$ cat src/common/ddmss_cfg.svh
// Constants for the dual-die memory side-signal block
`ifndef DDMSS_CFG_SVH
`define DDMSS_CFG_SVH

// Command-address phase length in bytes, one byte per link clock edge
`define DDMSS_CA_BYTES      3'h6
// Read/write bit position inside the command-address word (1 = read)
`define DDMSS_CA_RD_BIT     47
// Default initial latency in link clock cycles
`define DDMSS_LAT_CLKS      6
// Reset value of the release-delay register; por_timeout replaces it in the first enabled cycle, before counting starts
`define DDMSS_POR_HOLD_DEF  16'h0040
// Reset value of the synchronised hardware reset pin (inactive high)
`define DDMSS_PIN_IDLE_HI   1'b1

`endif

$ cat src/common/ddmss_pkg.sv
// Types shared by the dual-die memory side-signal block
package ddmss_pkg;

  // Transaction sequencer states
  typedef enum logic [1:0] {
    ST_IDLE,
    ST_CA,
    ST_LAT,
    ST_DATA
  } ddmss_state_t;

  // Which die a transaction addresses
  typedef enum logic {
    DIE_FLASH,
    DIE_DRAM
  } ddmss_die_t;

endpackage : ddmss_pkg

$ cat src/hw/ddmss_side.sv
// Side signals and chip-select sharing of a flash plus DRAM two-die package
`timescale 1ns/1ps
`include "ddmss_cfg.svh"

// Functional notes
// - The eight data lines carry both command-address bytes and data bytes of each transaction.
// - The flash die pulls the event output low when an internal event such as busy-to-ready occurs.
// - The event output is open-drain, only ever driven low and otherwise released.
// - A low hardware reset returns the flash side to idle and abandons its transaction.
// - While hardware reset is low the flash die releases the strobe and all data lines to high impedance.
// - The hardware reset input has a weak pull-up, so an open pin reads as inactive high.
// - Hardware reset touches only the flash die; the DRAM die keeps its state and operation.
// - The flash die holds the open-drain reset output low during its internal power-on reset.
// - After power-on reset the reset output stays low for a configured timeout, then is released.
// - When the reset output is released the flash die is at once idle and ready for transactions.
// - A flash program or erase continues after its select rises while the DRAM may be used.
// - Select one addresses flash, select two the DRAM; a falling select starts, a rising ends.
// - At the start of each transaction the strobe shows 1 for extra latency, 0 for none.
// - Reads drive the strobe edge-aligned with data; DRAM writes take the strobe as byte mask.
module ddmss_side #(
  parameter int unsigned LAT_CLKS = `DDMSS_LAT_CLKS
) (
  input  wire logic        clk,
  input  wire logic        arst_n,
  input  wire logic        clk_en,
  input  wire logic        link_ck,
  input  wire logic        flash_select_n,
  input  wire logic        dram_select_n,
  input  wire logic        hw_reset_n,
  input  wire logic [7:0]  dq_in,
  output logic      [7:0]  dq_out,
  output logic             dq_oe_n,
  input  wire logic        rwds_in,
  output logic             rwds_out,
  output logic             rwds_oe_n,
  output logic             event_int_out,
  output logic             event_int_oe_n,
  output logic             por_reset_out_n,
  output logic             por_reset_oe_n,
  input  wire logic [15:0] por_timeout,
  input  wire logic        flash_busy,
  input  wire logic        flash_lat_req,
  input  wire logic        dram_lat_req,
  output logic      [47:0] ca_word,
  output logic             ca_valid,
  output logic             ca_die,
  input  wire logic [7:0]  rd_byte,
  output logic             rd_take,
  output logic      [7:0]  wr_byte,
  output logic             wr_mask,
  output logic             wr_valid,
  output logic             flash_ready
);

  // ************************************************************
  // Parameter check
  // ************************************************************
  if (LAT_CLKS < 1 || LAT_CLKS > 63)
  begin : g_bad_lat
    $error("LAT_CLKS must lie in 1..63");
  end

  localparam logic [7:0] LAT_EDGES = 8'(2 * LAT_CLKS);

  // ************************************************************
  // Pin synchronisers
  // ************************************************************
  logic [2:0]  ck_ff;
  logic [1:0]  fsel_ff;
  logic [1:0]  dsel_ff;
  logic [1:0]  hrst_ff;
  logic [7:0]  dq_s1_ff;
  logic [7:0]  dq_s2_ff;
  logic [1:0]  rwds_ff;

  // Two flops per pin; third ck flop only for edge finding
  always_ff @(posedge clk or negedge arst_n)
  begin
    if (!arst_n)
    begin
      ck_ff    <= 3'h0;
      fsel_ff  <= 2'h3;
      dsel_ff  <= 2'h3;
      hrst_ff  <= {2{`DDMSS_PIN_IDLE_HI}};  // Open pin reads high
      dq_s1_ff <= 8'h00;
      dq_s2_ff <= 8'h00;
      rwds_ff  <= 2'h0;
    end
    else if (clk_en)
    begin
      ck_ff    <= {ck_ff[1:0], link_ck};
      fsel_ff  <= {fsel_ff[0], flash_select_n};
      dsel_ff  <= {dsel_ff[0], dram_select_n};
      hrst_ff  <= {hrst_ff[0], hw_reset_n};
      dq_s1_ff <= dq_in;
      dq_s2_ff <= dq_s1_ff;
      rwds_ff  <= {rwds_ff[0], rwds_in};
    end
  end

  // Synchronised levels and link clock edge (both edges, DDR)
  wire ck_edge  = ck_ff[2] ^ ck_ff[1];
  wire fsel_n   = fsel_ff[1];
  wire dsel_n   = dsel_ff[1];
  wire hrst_ok  = hrst_ff[1];
  wire rwds_s   = rwds_ff[1];

  // ************************************************************
  // Power-on reset output and its release delay
  // ************************************************************
  logic        por_cap_ff;
  logic [15:0] por_hold_ff;
  logic [15:0] por_cnt_ff;

  wire por_done = por_cap_ff && (por_cnt_ff == por_hold_ff);

  // Timeout caught after release, then counted out
  always_ff @(posedge clk or negedge arst_n)
  begin
    if (!arst_n)
    begin
      por_cap_ff  <= 1'b0;
      por_hold_ff <= `DDMSS_POR_HOLD_DEF;
      por_cnt_ff  <= 16'h0000;
    end
    else if (clk_en)
    begin
      if (!por_cap_ff)
      begin
        por_cap_ff  <= 1'b1;
        por_hold_ff <= por_timeout;
      end
      else if (!por_done)
      begin
        por_cnt_ff <= por_cnt_ff + 16'h0001;
      end
    end
  end

  // Driven low until the delay ends, then released
  assign por_reset_out_n = 1'b0;
  assign por_reset_oe_n  = por_done;
  assign flash_ready     = por_done;

  // ************************************************************
  // Event output
  // ************************************************************
  logic busy_d_ff;
  logic event_ff;
  wire  state_is_idle;
  wire  busy_fell  = busy_d_ff && !flash_busy;
  wire  event_clr  = fsel_n == 1'b0 && state_is_idle;

  // Sticky event, set wins over the clear at a new flash select
  always_ff @(posedge clk or negedge arst_n)
  begin
    if (!arst_n)
    begin
      busy_d_ff <= 1'b0;
      event_ff  <= 1'b0;
    end
    else if (clk_en)
    begin
      busy_d_ff <= flash_busy;
      if (busy_fell)
        event_ff <= 1'b1;
      else if (event_clr || !hrst_ok)
        event_ff <= 1'b0;
    end
  end

  // Open-drain: only ever pulls low
  assign event_int_out  = 1'b0;
  assign event_int_oe_n = !event_ff;

  // ************************************************************
  // Transaction sequencer
  // ************************************************************
  ddmss_pkg::ddmss_state_t state_ff;
  ddmss_pkg::ddmss_die_t   die_ff;
  logic [2:0]  ca_cnt_ff;
  logic [47:0] ca_ff;
  logic        lat_flag_ff;
  logic [7:0]  lat_cnt_ff;
  logic        rd_ff;
  logic [7:0]  dq_ff;
  logic        rwds_ff_o;
  logic        ca_valid_ff;
  logic [7:0]  wr_byte_ff;
  logic        wr_mask_ff;
  logic        wr_valid_ff;

  assign state_is_idle = state_ff == ddmss_pkg::ST_IDLE;
  wire is_flash   = die_ff == ddmss_pkg::DIE_FLASH;
  wire start_fl   = !fsel_n && por_done && hrst_ok;
  wire start_dr   = !dsel_n && fsel_n;
  wire cur_sel_n  = is_flash ? fsel_n : dsel_n;
  wire fl_abort   = is_flash && !hrst_ok;
  wire lat_need   = start_fl ? flash_lat_req : dram_lat_req;
  wire [7:0] lat_total = lat_flag_ff ? 8'(LAT_EDGES << 1) : LAT_EDGES;
  wire in_read    = state_ff == ddmss_pkg::ST_DATA && rd_ff;

  // State, die and counters
  always_ff @(posedge clk or negedge arst_n)
  begin
    if (!arst_n)
    begin
      state_ff    <= ddmss_pkg::ST_IDLE;
      die_ff      <= ddmss_pkg::DIE_FLASH;
      ca_cnt_ff   <= 3'h0;
      ca_ff       <= 48'h0;
      lat_flag_ff <= 1'b0;
      lat_cnt_ff  <= 8'h00;
      rd_ff       <= 1'b0;
    end
    else if (clk_en)
    begin
      case (state_ff)
        ddmss_pkg::ST_IDLE:
        begin
          if (start_fl || start_dr)
          begin
            state_ff    <= ddmss_pkg::ST_CA;
            die_ff      <= start_fl ? ddmss_pkg::DIE_FLASH : ddmss_pkg::DIE_DRAM;
            lat_flag_ff <= lat_need;
            ca_cnt_ff   <= 3'h0;
            lat_cnt_ff  <= 8'h00;
          end
        end
        ddmss_pkg::ST_CA:
        begin
          if (ck_edge)
          begin
            ca_ff     <= {ca_ff[39:0], dq_s2_ff};
            ca_cnt_ff <= ca_cnt_ff + 3'h1;
            if (ca_cnt_ff == `DDMSS_CA_BYTES - 3'h1)
              state_ff <= ddmss_pkg::ST_LAT;
          end
        end
        ddmss_pkg::ST_LAT:
        begin
          rd_ff <= ca_ff[`DDMSS_CA_RD_BIT];
          if (ck_edge)
          begin
            lat_cnt_ff <= lat_cnt_ff + 8'h01;
            if (lat_cnt_ff == lat_total - 8'h01)
              state_ff <= ddmss_pkg::ST_DATA;
          end
        end
        ddmss_pkg::ST_DATA:
        begin
          state_ff <= ddmss_pkg::ST_DATA;
        end
        default:
        begin
          state_ff <= ddmss_pkg::ST_IDLE;
        end
      endcase
      // Rising select or flash reset ends the transaction
      if (!state_is_idle && (cur_sel_n || fl_abort))
        state_ff <= ddmss_pkg::ST_IDLE;
    end
  end

  // Data path and strobe registers
  always_ff @(posedge clk or negedge arst_n)
  begin
    if (!arst_n)
    begin
      dq_ff       <= 8'h00;
      rwds_ff_o   <= 1'b0;
      ca_valid_ff <= 1'b0;
      wr_byte_ff  <= 8'h00;
      wr_mask_ff  <= 1'b0;
      wr_valid_ff <= 1'b0;
    end
    else if (clk_en)
    begin
      ca_valid_ff <= state_ff == ddmss_pkg::ST_CA && ck_edge
                     && ca_cnt_ff == `DDMSS_CA_BYTES - 3'h1;
      wr_valid_ff <= state_ff == ddmss_pkg::ST_DATA && !rd_ff && ck_edge && !cur_sel_n;
      if (state_ff != ddmss_pkg::ST_DATA)
        rwds_ff_o <= (state_ff == ddmss_pkg::ST_LAT) ? 1'b0 : lat_need;
      else if (in_read && ck_edge)
      begin
        dq_ff     <= rd_byte;
        rwds_ff_o <= !rwds_ff_o;
      end
      else if (!rd_ff && ck_edge)
      begin
        wr_byte_ff <= dq_s2_ff;
        wr_mask_ff <= !is_flash && rwds_s;
      end
    end
  end

  // Strobe shows latency flag during the address phase
  wire rwds_lat = state_ff == ddmss_pkg::ST_CA;
  // Hardware reset silences the flash die only; the DRAM keeps driving
  wire die_live = hrst_ok || !is_flash;
  assign rwds_out  = rwds_lat ? lat_flag_ff : rwds_ff_o;
  assign rwds_oe_n = !(die_live && (rwds_lat || in_read));
  assign dq_out    = dq_ff;
  assign dq_oe_n   = !(die_live && in_read);
  assign rd_take   = clk_en && in_read && ck_edge && !cur_sel_n;
  assign ca_word   = ca_ff;
  assign ca_valid  = ca_valid_ff;
  assign ca_die    = die_ff;
  assign wr_byte   = wr_byte_ff;
  assign wr_mask   = wr_mask_ff;
  assign wr_valid  = wr_valid_ff;

  // Enabled cycles since the timeout was captured, saturating
  logic [16:0] por_age_ff;

  always_ff @(posedge clk or negedge arst_n)
  begin
    if (!arst_n)
      por_age_ff <= 17'h00000;
    else if (clk_en && por_cap_ff && !por_age_ff[16])
      por_age_ff <= por_age_ff + 17'h00001;
  end
endmodule : ddmss_side

$ cat config.mk
export PLATFORM = sky130hd
export DESIGN_NAME = ddmss_side
export DESIGN_NICKNAME = d
export VERILOG_FILES = /design/src/common/ddmss_pkg.sv /design/src/hw/ddmss_side.sv
export VERILOG_INCLUDE_DIRS = /design/src /design/src/common
export SDC_FILE = /design/constraint.sdc
export NUM_CORES = 1
export LEC_CHECK = 0
export ABC_CLOCK_PERIOD_IN_PS = 2400
export BUFFER_PORTS_ARGS = -buffer_cell sky130_fd_sc_hd__buf_2
export CORE_MARGIN = 5
export CORE_UTILIZATION = 55
export DETAILED_ROUTE_END_ITERATION = 8
export PLACE_DENSITY_LB_ADDON = 0.15
export SYNTH_ARGS = -nofsm -noshare
export SYNTH_HDL_FRONTEND = slang
export SYNTH_SLANG_ARGS = --single-unit
$ cat constraint.sdc
create_clock -name clk -period 2.4 [get_ports clk]
set_input_delay 0.12 -clock clk [delete_from_list [all_inputs] [get_ports clk]]
set_output_delay 0.12 -clock clk [all_outputs]
set_load 0.02 [all_outputs]
==> results of run 1 <==
cells in the mapped netlist, drive strengths merged, types with 3 or more instances:
cell	number
o31ai	3
ha	4
and3	6
or3	6
nor2	8
buf	13
nor3	4
nand4	10
nand2	16
a21oi	12
xnor2	23
o21ai	11
dfrtp	139
inv	13
clkbuf	8
o2bb2ai	4
nor4	3
mux2	110
nand3	15
dfstp	7
xor2	7
o2111ai	3
cells in the final DEF (no fill, tap or decap), types with 4 or more instances in the layout:
master | Yosys | layout
xnor2_1 | 22 | 22
and3_1 | 6 | 6
buf_4 | 4 | 9
dlygate4sd3_1 | 0 | 39
nor2_1 | 8 | 8
nand3_1 | 15 | 15
or3_1 | 6 | 6
inv_1 | 12 | 12
mux2_2 | 110 | 110
clkbuf_8 | 0 | 6
o21ai_0 | 11 | 11
buf_2 | 2 | 116
xor2_1 | 7 | 7
dfrtp_1 | 139 | 139
nand4_1 | 10 | 10
buf_12 | 0 | 4
clkbuf_1 | 8 | 5
ha_1 | 4 | 4
o2bb2ai_1 | 4 | 4
nand2_1 | 16 | 15
a21oi_1 | 12 | 12
clkbuf_16 | 0 | 17
dfstp_2 | 7 | 7
registers in the layout, indices dropped and copies added (netlist names), 3 cells and up:
signal,count
ca_cnt_ff,3
ca_word,48
ck_ff,3
dq_out,8
dq_s1_ff,8
dq_s2_ff,8
lat_cnt_ff,8
por_cnt_ff,16
por_hold_ff,16
wr_byte,8
cell families after synthesis:
| logic type | count (synthesis) | share of synthesized area (%) |
|---|---|---|
| adders and majority gates | 4 | 0.8102 |
| xor gates and xnor gates | 30 | 4.375 |
| and+or+nand+nor | 81 | 7.313 |
| DFF | 146 | 59.29 |
| AOI/OAI and AO/OA | 48 | 5.429 |
| muxes | 112 | 20.38 |
| other | 1 | 0.06071 |
| buffers and inverters | 34 | 2.350 |
worst max-delay path, stage by stage, from the launching register on:
cell     delay, ps
dfrtp_1        410
xnor2_2        160
buf_4          160
nor2_1         260
nand4_1        140
buf_4          210
nor2_1         130
buf_2          180
per-layer routing:
| layer | share of wire, % | vias up | routed length, microns |
|---|---|---|---|
| met5 | 0 | - | 0 |
| met4 | 1.4 | 0 | 183 |
| met3 | 5.6 | 11 | 716 |
| met2 | 47 | 125 | 6032 |
| met1 | 46 | 2079 | 5902 |
| li1 | - | 1974 | - |
stage by stage:
stage	instances	hold slack [ps]	cell area, sq um
after floorplan	457	-175.6	6181
after global placement	706	167.4	7002
after detailed placement	706	168.5	7002
after CTS	776	52.42	7939
after global routing	776	95.42	7939
final	776	79.84	7939
final cells by class:
type	instances	area share [%]
inverters	13	0.6147
repair buffers	169	14.23
clock buffers	28	6.635
well taps	140	2.206
clock inverters	3	0.2522
multi-input cells	277	29.93
flip-flops and latches	146	46.13
power by group through the flow:
stage / Sequential [mW] / Combinational, mW / Clock, mW
after detailed placement: 3.75 / 2.51 / 0
after CTS: 3.72 / 2.57 / 2.45
after global placement: 3.70 / 2.45 / 0
after floorplan: 4.11 / 1.18 / 0
final: 3.72 / 2.54 / 2.40
after global routing: 3.83 / 2.76 / 2.57
worst paths after layout:
check / start / endpoint
max in group asynchronous: arst_n / por_hold_ff[6]$_DFFE_PN1P_
worst min-delay path: flash_lat_req / rwds_ff_o$_DFFE_PN0P_
min in group asynchronous: arst_n / ca_word[45]$_DFFE_PN0P_
worst max register to register: por_hold_ff[6]$_DFFE_PN1P_ / lat_cnt_ff[3]$_DFFE_PN0P_
worst min register to register: wr_mask$_DFFE_PN0P_ / wr_mask$_DFFE_PN0P_
worst max-delay path: ck_ff[1]$_DFFE_PN0P_ / rd_take
==> impl_metrics.yaml, run 1 <==
run_status:
  outcome: "finished, final reports clean"
finish:
  layout-drive-gt1-share_pct: 44.18
  register_area_sq_um: 3662
  filler_cells_inserted: 769
  diodes: 0
  finalCoreUtilization_pct: 72.60
  fin_nets: 671
  syn2layout_area_growth_pct: 28.52
  multi_input_area_sq_um: 2376
placed_design:
  place_worst_setup_slack_ps: 248.3
  gpl.final_weighted_congestion: 0.8092
  dp_hpwl_microns: 8866
  io_buffers: 117
global_routing:
  global_route.peak_usage_layer: "met2"
  use_met3_pct: 5.849
  grt_util_met2_pct: 31.99
  antenna_found_initial: 0
  number_of_global_route_vias_before_repair: 4290
  grt_max_degree: 71
  grt_pass1_wl_microns: 21800
  groute.usage.overall_pct: 21.18
  global_route.usage.met1_pct: 29.53
  grt_overflow: 0
clock_tree:
  clock_tree_from_tritoncts: "done"
  cts_max_path_buffers: 2
  cts_repair_resize_count: 0
  clkLatencyLatePin_ps: 410
  postCtsHoldBufs: 39
  cts_htree_levels: 4
  clock-sinks: 146
  cts_buffers: 17
  clk_root_buffer_cell: "clkbuf_16"
  post_cts_buffers: 0
  cts.clk_slew.worst_paths_ps: 50
yosys:
  synthesis.area_per_instance_sq_um: 13.55
  portion_of_the_post_synthesis_area_used_by_sequential_elements_pct: 59.29
  ys_ff_latch: 146
  yosysWarningCount: 0
  synth-async-reset-ratio_pct: 100.0
  synth_top_cell_by_area: "dfrtp_1"
  syn-cell-area_sq_um: 6177
  synth_unique_cells: 51
  count_of_flip_flops_with_a_built_in_enable_after_synthesis: 0
  post_synth_inst_count: 456
  synth_top_cells_by_area: "dfrtp_1, mux2_2, xnor2_1"
  area_fraction_of_the_dominant_cell_type_after_synthesis_pct: 56.31
  postSynth.topFlopCell: "dfrtp_1"
worst_setup_path:
  crit_type: "reg2out"
  crit_path_end_kind: "primary output"
  crit_arrival_ps: 2070
  r2r_cells: 7
  r2r_slack_ps: 250
  critPathMaxFanout: 10
  start_kind: "register"
  cp.required_ps: 2280
timing:
  finalSetupViolations: 0
  slew_violations: 0
  slew_headroom_pct: 57.58
  grt_setup_unrepaired: "no"
  timing.final.hold_violations: 0
  final.period_utilization_pct: 91.44
  fin_crit_ps: 2195
  fin_setup_tns_ps: 0
  timing.fmax_ghz: 0.4557
  tightest_slew_ps: 636.2
  worst_slack_ps: 205.5
  final.setup_skew_ps: 13.44
pwr:
  peakVddDrop_mv: 0.7152
  comb_power_share_pct: 29.3
  clock_power_share_pct: 27.7
  power.switching_mw: 2.896
  power.sequential.fraction_pct: 43.0
  power-per-cell-area_nw_per_um2: 1090
  intPower_mw: 5.756
  switching_share_pct: 33.48
  total_leakage_power_nw: 3.856
  power.total_mw: 8.652
min_path:
  number_of_cells_traversed_by_the_worst_hold_path: 3
  hold_path_class: "in2reg"
die:
  floorplan.die.height_microns: 116.0
  die_width_microns: 116.0
  die-area_sq_um: 13450
  initial_core_util_pct: 56.49
  boundaryPins: 120
  core_area_sq_um: 10940
  floorplan.rows: 38
detailed_routing:
  viasPerCell: 5.398
  route.antenna.remaining_nets: 0
  routed_wl_microns: 12830
  detailroute.via_count: 4189
  drt_iter0_markers: 325
  drtPass1Iterations: 4
  drt-wirelength-per-cell_microns: 16.54
  drt_drc_violations_left: 0
flow_run:
  cap_violations: 0
Note: power is estimated with default switching activity, not from simulation.
==> run 2: changes to the inputs <==
--- a/config.mk
+++ b/config.mk
@@ -11,7 +11,9 @@
 export CORE_MARGIN = 5
 export CORE_UTILIZATION = 55
 export DETAILED_ROUTE_END_ITERATION = 8
+export GPL_TIMING_DRIVEN = 0
 export PLACE_DENSITY_LB_ADDON = 0.15
+export SETUP_SLACK_MARGIN = 0.15
 export SYNTH_ARGS = -nofsm -noshare
 export SYNTH_HDL_FRONTEND = slang
 export SYNTH_SLANG_ARGS = --single-unit
==> constraint.sdc (replaced) <==
create_clock -name clk -period 2.4 [get_ports clk]
set_input_delay 0.12 -clock clk [delete_from_list [all_inputs] [get_ports clk]]
set_output_delay 0.12 -clock clk [all_outputs]
set_load 0.1 [all_outputs]
==> run 2 against run 1 <==
Compared with the run above: final cell count up 2.7%; design area up 3.3%; largest power group is now combinational logic; count of clock-buffer cells in the layout decreased by 5; flip-flop and latch count unchanged; clock skew shrank 2.6 ps; power is 36% higher; clock power grew 9.6%; highest routed layer unchanged; maximum frequency is 0.64% lower; first-iteration DRC count down 26%.
==> impl_metrics.yaml, run 2 (same netlist as run 1, synthesis figures left out) <==
run_status:
  outcome: "finished, final reports clean"
detailed_routing:
  drt_iter0_markers: 239
  drt-wirelength-per-cell_microns: 17.75
  detailroute.via_count: 4346
  drt_drc_violations_left: 0
  route.antenna.remaining_nets: 0
  viasPerCell: 5.453
  drtPass1Iterations: 4
  routed_wl_microns: 14140
die:
  floorplan.rows: 38
  die-area_sq_um: 13450
  initial_core_util_pct: 56.49
  core_area_sq_um: 10940
  boundaryPins: 120
  die_width_microns: 116.0
  floorplan.die.height_microns: 116.0
timing:
  tightest_slew_ps: 764.1
  timing.fmax_ghz: 0.4528
  slew_headroom_pct: 48.87
  final.setup_skew_ps: 10.85
  fin_setup_tns_ps: 0
  fin_crit_ps: 2209
  final.period_utilization_pct: 92.03
  slew_violations: 0
  finalSetupViolations: 0
  timing.final.hold_violations: 0
  grt_setup_unrepaired: "yes"
worst_setup_path:
  crit_arrival_ps: 2550
  r2r_slack_ps: 190
  worst_r2r_startpoint: "por_hold_ff[12]$_DFFE_PN0P_"
  r2r_cells: 8
  crit_chain: "xor2_2, nor4_2, and3_1, buf_6, buf_12, a31oi_4, or4_4, a21oi_2"
  crit_path_end_kind: "register"
  r2r-end: "lat_cnt_ff[5]$_DFFE_PN0P_"
  crit_type: "reg2reg"
  critPathMaxFanout: 5
  cp.required_ps: 2740
  termination_of_the_worst_setup_path: "lat_cnt_ff[5]$_DFFE_PN0P_"
  worst_setup_path_start: "por_hold_ff[12]$_DFFE_PN0P_"
  worst_path_max_delay_cell: "or4_4"
  worst_path_largest_cell_delay_ps: 530
  start_kind: "register"
finish:
  layout-drive-gt1-share_pct: 47.10
  syn2layout_area_growth_pct: 32.73
  number_of_flip_flops_in_the_largest_register: 48
  finalCoreUtilization_pct: 74.98
  final_cell_mix: "dfrtp_1, buf_2, mux2_2, dlygate4sd3_1, xnor2_1"
  filler_cells_inserted: 730
  register_area_sq_um: 3666
  fin_nets: 690
  multi_input_area_sq_um: 2467
  final_common_cell: "dfrtp_1"
global_routing:
  global_route.usage.met1_pct: 26.75
  grt_util_met2_pct: 36.94
  groute.usage.overall_pct: 22.18
  use_met3_pct: 7.624
  grt_overflow: 0
  number_of_global_route_vias_before_repair: 4527
  global_route.peak_usage_layer: "met2"
  grt_max_degree: 82
  grt_pass1_wl_microns: 22760
  antenna_found_initial: 0
flow_run:
  cap_violations: 0
placed_design:
  io_buffers: 117
  dp_hpwl_microns: 9447
  gpl.final_weighted_congestion: 0.8552
clock_tree:
  clock-sinks: 146
  clock_tree_from_tritoncts: "done"
  cts_max_path_buffers: 2
  cts_buffers: 17
  clkLatencyLatePin_ps: 420
  clk_root_buffer_cell: "clkbuf_16"
  cts.clk_slew.worst_paths_ps: 60
  cts_htree_levels: 4
pwr:
  peakVddDrop_mv: 1.756
  total_leakage_power_nw: 3.942
  power-per-cell-area_nw_per_um2: 1438
min_path:
  hold_path_class: "in2reg"
[run 2: routing by layer]
metal / routed length (microns) / part of all wire (%)
met5: 0 / 0
met4: 274 / 1.9
met3: 893 / 6.3
met2: 7497 / 53
met1: 5478 / 39
[run 2: where the power goes]
group          internal (mW)  leakage, nW  total, mW  switching (mW)
Combinational           1.18         1.82       5.47            4.28
Clock                   1.66        0.281       2.63           0.968
Sequential              3.14         1.84       3.70           0.555
Total                   5.98         3.94       11.8            5.81
[run 2: how the worst min path moves through the flow]
| stage | startpoint | endpoint | slack (ps) | depth (start not counted) |
|---|---|---|---|---|
| 5_1_grt | flash_lat_req | lat_flag_ff$_DFFE_PN0P_ | 70 | 3 |
| 2_1_floorplan | arst_n | busy_d_ff$_DFFE_PN0P_ | -180 | 0 |
| 4_1_cts | flash_lat_req | lat_flag_ff$_DFFE_PN0P_ | 20 | 3 |
| 3_3_place_gp | por_timeout[10] | por_hold_ff[10]$_DFFE_PN0P_ | 330 | 3 |
| 3_5_place_dp | arst_n | dq_out[1]$_DFFE_PN0P_ | 150 | 1 |
| 6_report | flash_lat_req | lat_flag_ff$_DFFE_PN0P_ | 40 | 3 |
[run 2: layout make-up]
type,instances,area share [%]
Tap cell,140,2.136
Clock buffer,23,5.585
Timing Repair Buffer,167,13.72
Sequential cell,146,44.71
Multi-Input combinational cell,277,30.09
Buffer,21,1.465
Antenna cell,1,0.03052
Clock inverter,9,1.618
Inverter,13,0.6409
[run 2: critical path, delay by kind of cell (launching register included)]
kind / cells / cell delay, ps
xor gates and xnor gates: 1 / 190
DFF: 1 / 410
and+or+nand+nor: 3 / 1020
buffers and inverters: 2 / 250
AOI/OAI and AO/OA: 2 / 270
[run 2: metrics by stage]
step	cells	setup WS [ps]	power [mW]	hold WS [ps]	instance area, sq um
after floorplan	457	40.40	8.021	-175.6	6200
after global placement	714	-745.0	8.913	326.3	6960
after detailed placement	715	116.9	9.029	153.9	6994
after CTS	791	124.1	11.79	20.70	8050
after global routing	796	101.7	12.26	67.60	8197
final	797	191.3	11.79	35.10	8199
[run 2: repair_timing]
| item | in CTS | in global routing |
|---|---|---|
| setup endpoints to repair | 10 | 56 |
| setup buffers | 5 | 5 |
| pin swaps | 5 | 7 |
| hold buffers | 39 | 0 |
| gates resized for setup | 12 | 26 |
| endpoints found under the hold margin | 101 | 0 |
==> run 3: changes to the inputs <==
--- a/config.mk
+++ b/config.mk
@@ -8,11 +8,12 @@
 export LEC_CHECK = 0
 export ABC_CLOCK_PERIOD_IN_PS = 2400
 export BUFFER_PORTS_ARGS = -buffer_cell sky130_fd_sc_hd__buf_2
+export CORE_ASPECT_RATIO = 0.75
 export CORE_MARGIN = 5
 export CORE_UTILIZATION = 55
 export DETAILED_ROUTE_END_ITERATION = 8
 export GPL_TIMING_DRIVEN = 0
-export PLACE_DENSITY_LB_ADDON = 0.15
+export PLACE_DENSITY = 0.9
 export SETUP_SLACK_MARGIN = 0.15
 export SYNTH_ARGS = -nofsm -noshare
 export SYNTH_HDL_FRONTEND = slang
==> run 3 against run 2 <==
Compared with the run above: core utilization shrank 0.79 points; maximum frequency shrank 5.6%; design area shrank 0.99%; register-to-register slack lost 130 ps; non-clock buffer count shrank 5; worst setup slack lost 130 ps; global-route usage grew 2.0 points; die area grew 0.17%; combinational power grew 2%; power grew 1.7%; highest routed layer unchanged.
==> impl_metrics.yaml, run 3 (same netlist as run 1, synthesis figures left out) <==
worst_setup_path:
  r2r-end: "por_cnt_ff[11]$_DFFE_PN0P_"
  crit_path_end_kind: "register"
  worst_r2r_startpoint: "por_cnt_ff[2]$_DFFE_PN0P_"
  r2r_cells: 9
  cp.required_ps: 2710
  crit_type: "reg2reg"
  start_kind: "register"
  r2r_slack_ps: 60
  critPathMaxFanout: 10
  crit_arrival_ps: 2650
finish:
  final_common_cell: "dfrtp_1"
  number_of_flip_flops_in_the_largest_register: 48
  syn2layout_area_growth_pct: 31.42
  diodes: 0
  final_cell_mix: "dfrtp_1, buf_2, mux2_2, dlygate4sd3_1, xnor2_1"
  finalCoreUtilization_pct: 74.19
  final_cell_count_no_fill: 791
  fin_nets: 685
  finish.instance_area_sq_um: 8118
  layout-drive-gt1-share_pct: 45.62
min_path:
  number_of_cells_traversed_by_the_worst_hold_path: 3
  whs_endpoint: "lat_flag_ff$_DFFE_PN0P_"
  hold_path_class: "in2reg"
  timing.hold.worst.start: "flash_lat_req"
detailed_routing:
  drt_drc_violations_left: 0
  drtPass1Iterations: 6
  viasPerCell: 5.855
  routed_wl_microns: 16410
  drt-wirelength-per-cell_microns: 20.74
  detailroute.via_count: 4631
  route.antenna.remaining_nets: 0
  drt_iter0_markers: 573
pwr:
  peakVddDrop_mv: 0.9387
  power-per-cell-area_nw_per_um2: 1477
  power.total_mw: 11.99
  total_leakage_power_nw: 3.902
timing:
  finalSetupViolations: 0
  slew_headroom_pct: 40.96
  worst_hold_slack_ps: 43.43
  worst_slack_ps: 59.71
  tightest_slew_ps: 882.3
  slew_violations: 0
  fin_setup_tns_ps: 0
  timing.final.hold_violations: 0
  final.setup_skew_ps: 10.35
  final.period_utilization_pct: 97.51
  grt_setup_unrepaired: "yes"
  fin_crit_ps: 2340
  timing.fmax_ghz: 0.4273
die:
  floorplan.die.height_microns: 101.8
  boundaryPins: 120
  die-area_sq_um: 13470
  floorplan.rows: 33
  die_width_microns: 132.4
  core_area_sq_um: 10940
  initial_core_util_pct: 56.46
clock_tree:
  clock-sinks: 146
  clkLatencyLatePin_ps: 420
  cts_htree_levels: 4
  cts_buffers: 17
  cts.clk_slew.worst_paths_ps: 60
  clk_root_buffer_cell: "clkbuf_16"
  cts_max_path_buffers: 2
  clock_tree_from_tritoncts: "done"
placed_design:
  place_worst_setup_slack_ps: 91.67
  dp_hpwl_microns: 10120
  gpl.final_weighted_congestion: 0.8785
  post_dp_cell_area_sq_um: 6994
  place_inst: 715
  io_buffers: 117
global_routing:
  number_of_global_route_vias_before_repair: 4705
  antenna_found_initial: 0
  groute.usage.overall_pct: 24.22
  grt_pass1_wl_microns: 25470
  grt_overflow: 0
  grt_max_degree: 86
flow_run:
  cap_violations: 0
run_status:
  outcome: "finished, final reports clean"
[run 3: critical path, cell delays in order, from the launching register on]
cell	delay [ps]
dfrtp_1	430
xnor2_1	150
nand4_1	220
nor3_4	70
buf_4	160
buf_4	150
a211oi_4	330
buf_4	250
nand3_1	160
xnor2_1	300
[run 3: repair_timing]
action / 4_1_cts / 5_1_grt
pin swaps: 5 / 4
endpoints found under the setup margin: 7 / 72
buffers inserted: 4 / 1
endpoints found under the hold margin: 100 / 0
hold buffers: 39 / 0
gates resized for setup: 10 / 15
[run 3: final cells by class]
class                      count  area [sq um]
buffer                        21         110.1
inverter                      13         52.55
clock buffer                  18         429.2
timing repair buffer         162          1071
clock inverter                14         163.9
sequential                   146          3662
multi-input combinational    277          2454
tap                          140         175.2
fill                         618          2824
[run 3: report_power, final]
group	total, mW	switching [mW]	internal [mW]	leakage, nW
Clock	2.67	1.04	1.63	0.286
Combinational	5.57	4.39	1.18	1.77
Sequential	3.75	0.609	3.14	1.85
[run 3: metal layers]
metal  routed length, microns  vias up  track usage (%)  part of all wire (%)
li1                         -     1993                -                     -
met1                     6432     2296            30.68                    39
met2                     8149      265            41.51                    50
met3                     1167       77            4.270                   7.1
met4                      656        0            10.80                   4.0
met5                        0        -                0                     0
[run 3: worst max path at each step]
stage                               startpoint                    endpoint  cells past startpoint
CTS                 por_cnt_ff[15]$_DFFE_PN0P_              por_reset_oe_n                      8
floorplan                   ca_die$_DFFE_PN0P_                     rd_take                      2
detailed placement  por_hold_ff[6]$_DFFE_PN1P_   lat_cnt_ff[5]$_DFFE_PN0P_                      6
global route         por_cnt_ff[2]$_DFFE_PN0P_  por_cnt_ff[11]$_DFFE_PN0P_                      9
finish               por_cnt_ff[2]$_DFFE_PN0P_  por_cnt_ff[11]$_DFFE_PN0P_                      9
global placement                        arst_n       dq_out[5]$_DFFE_PN0P_                      1
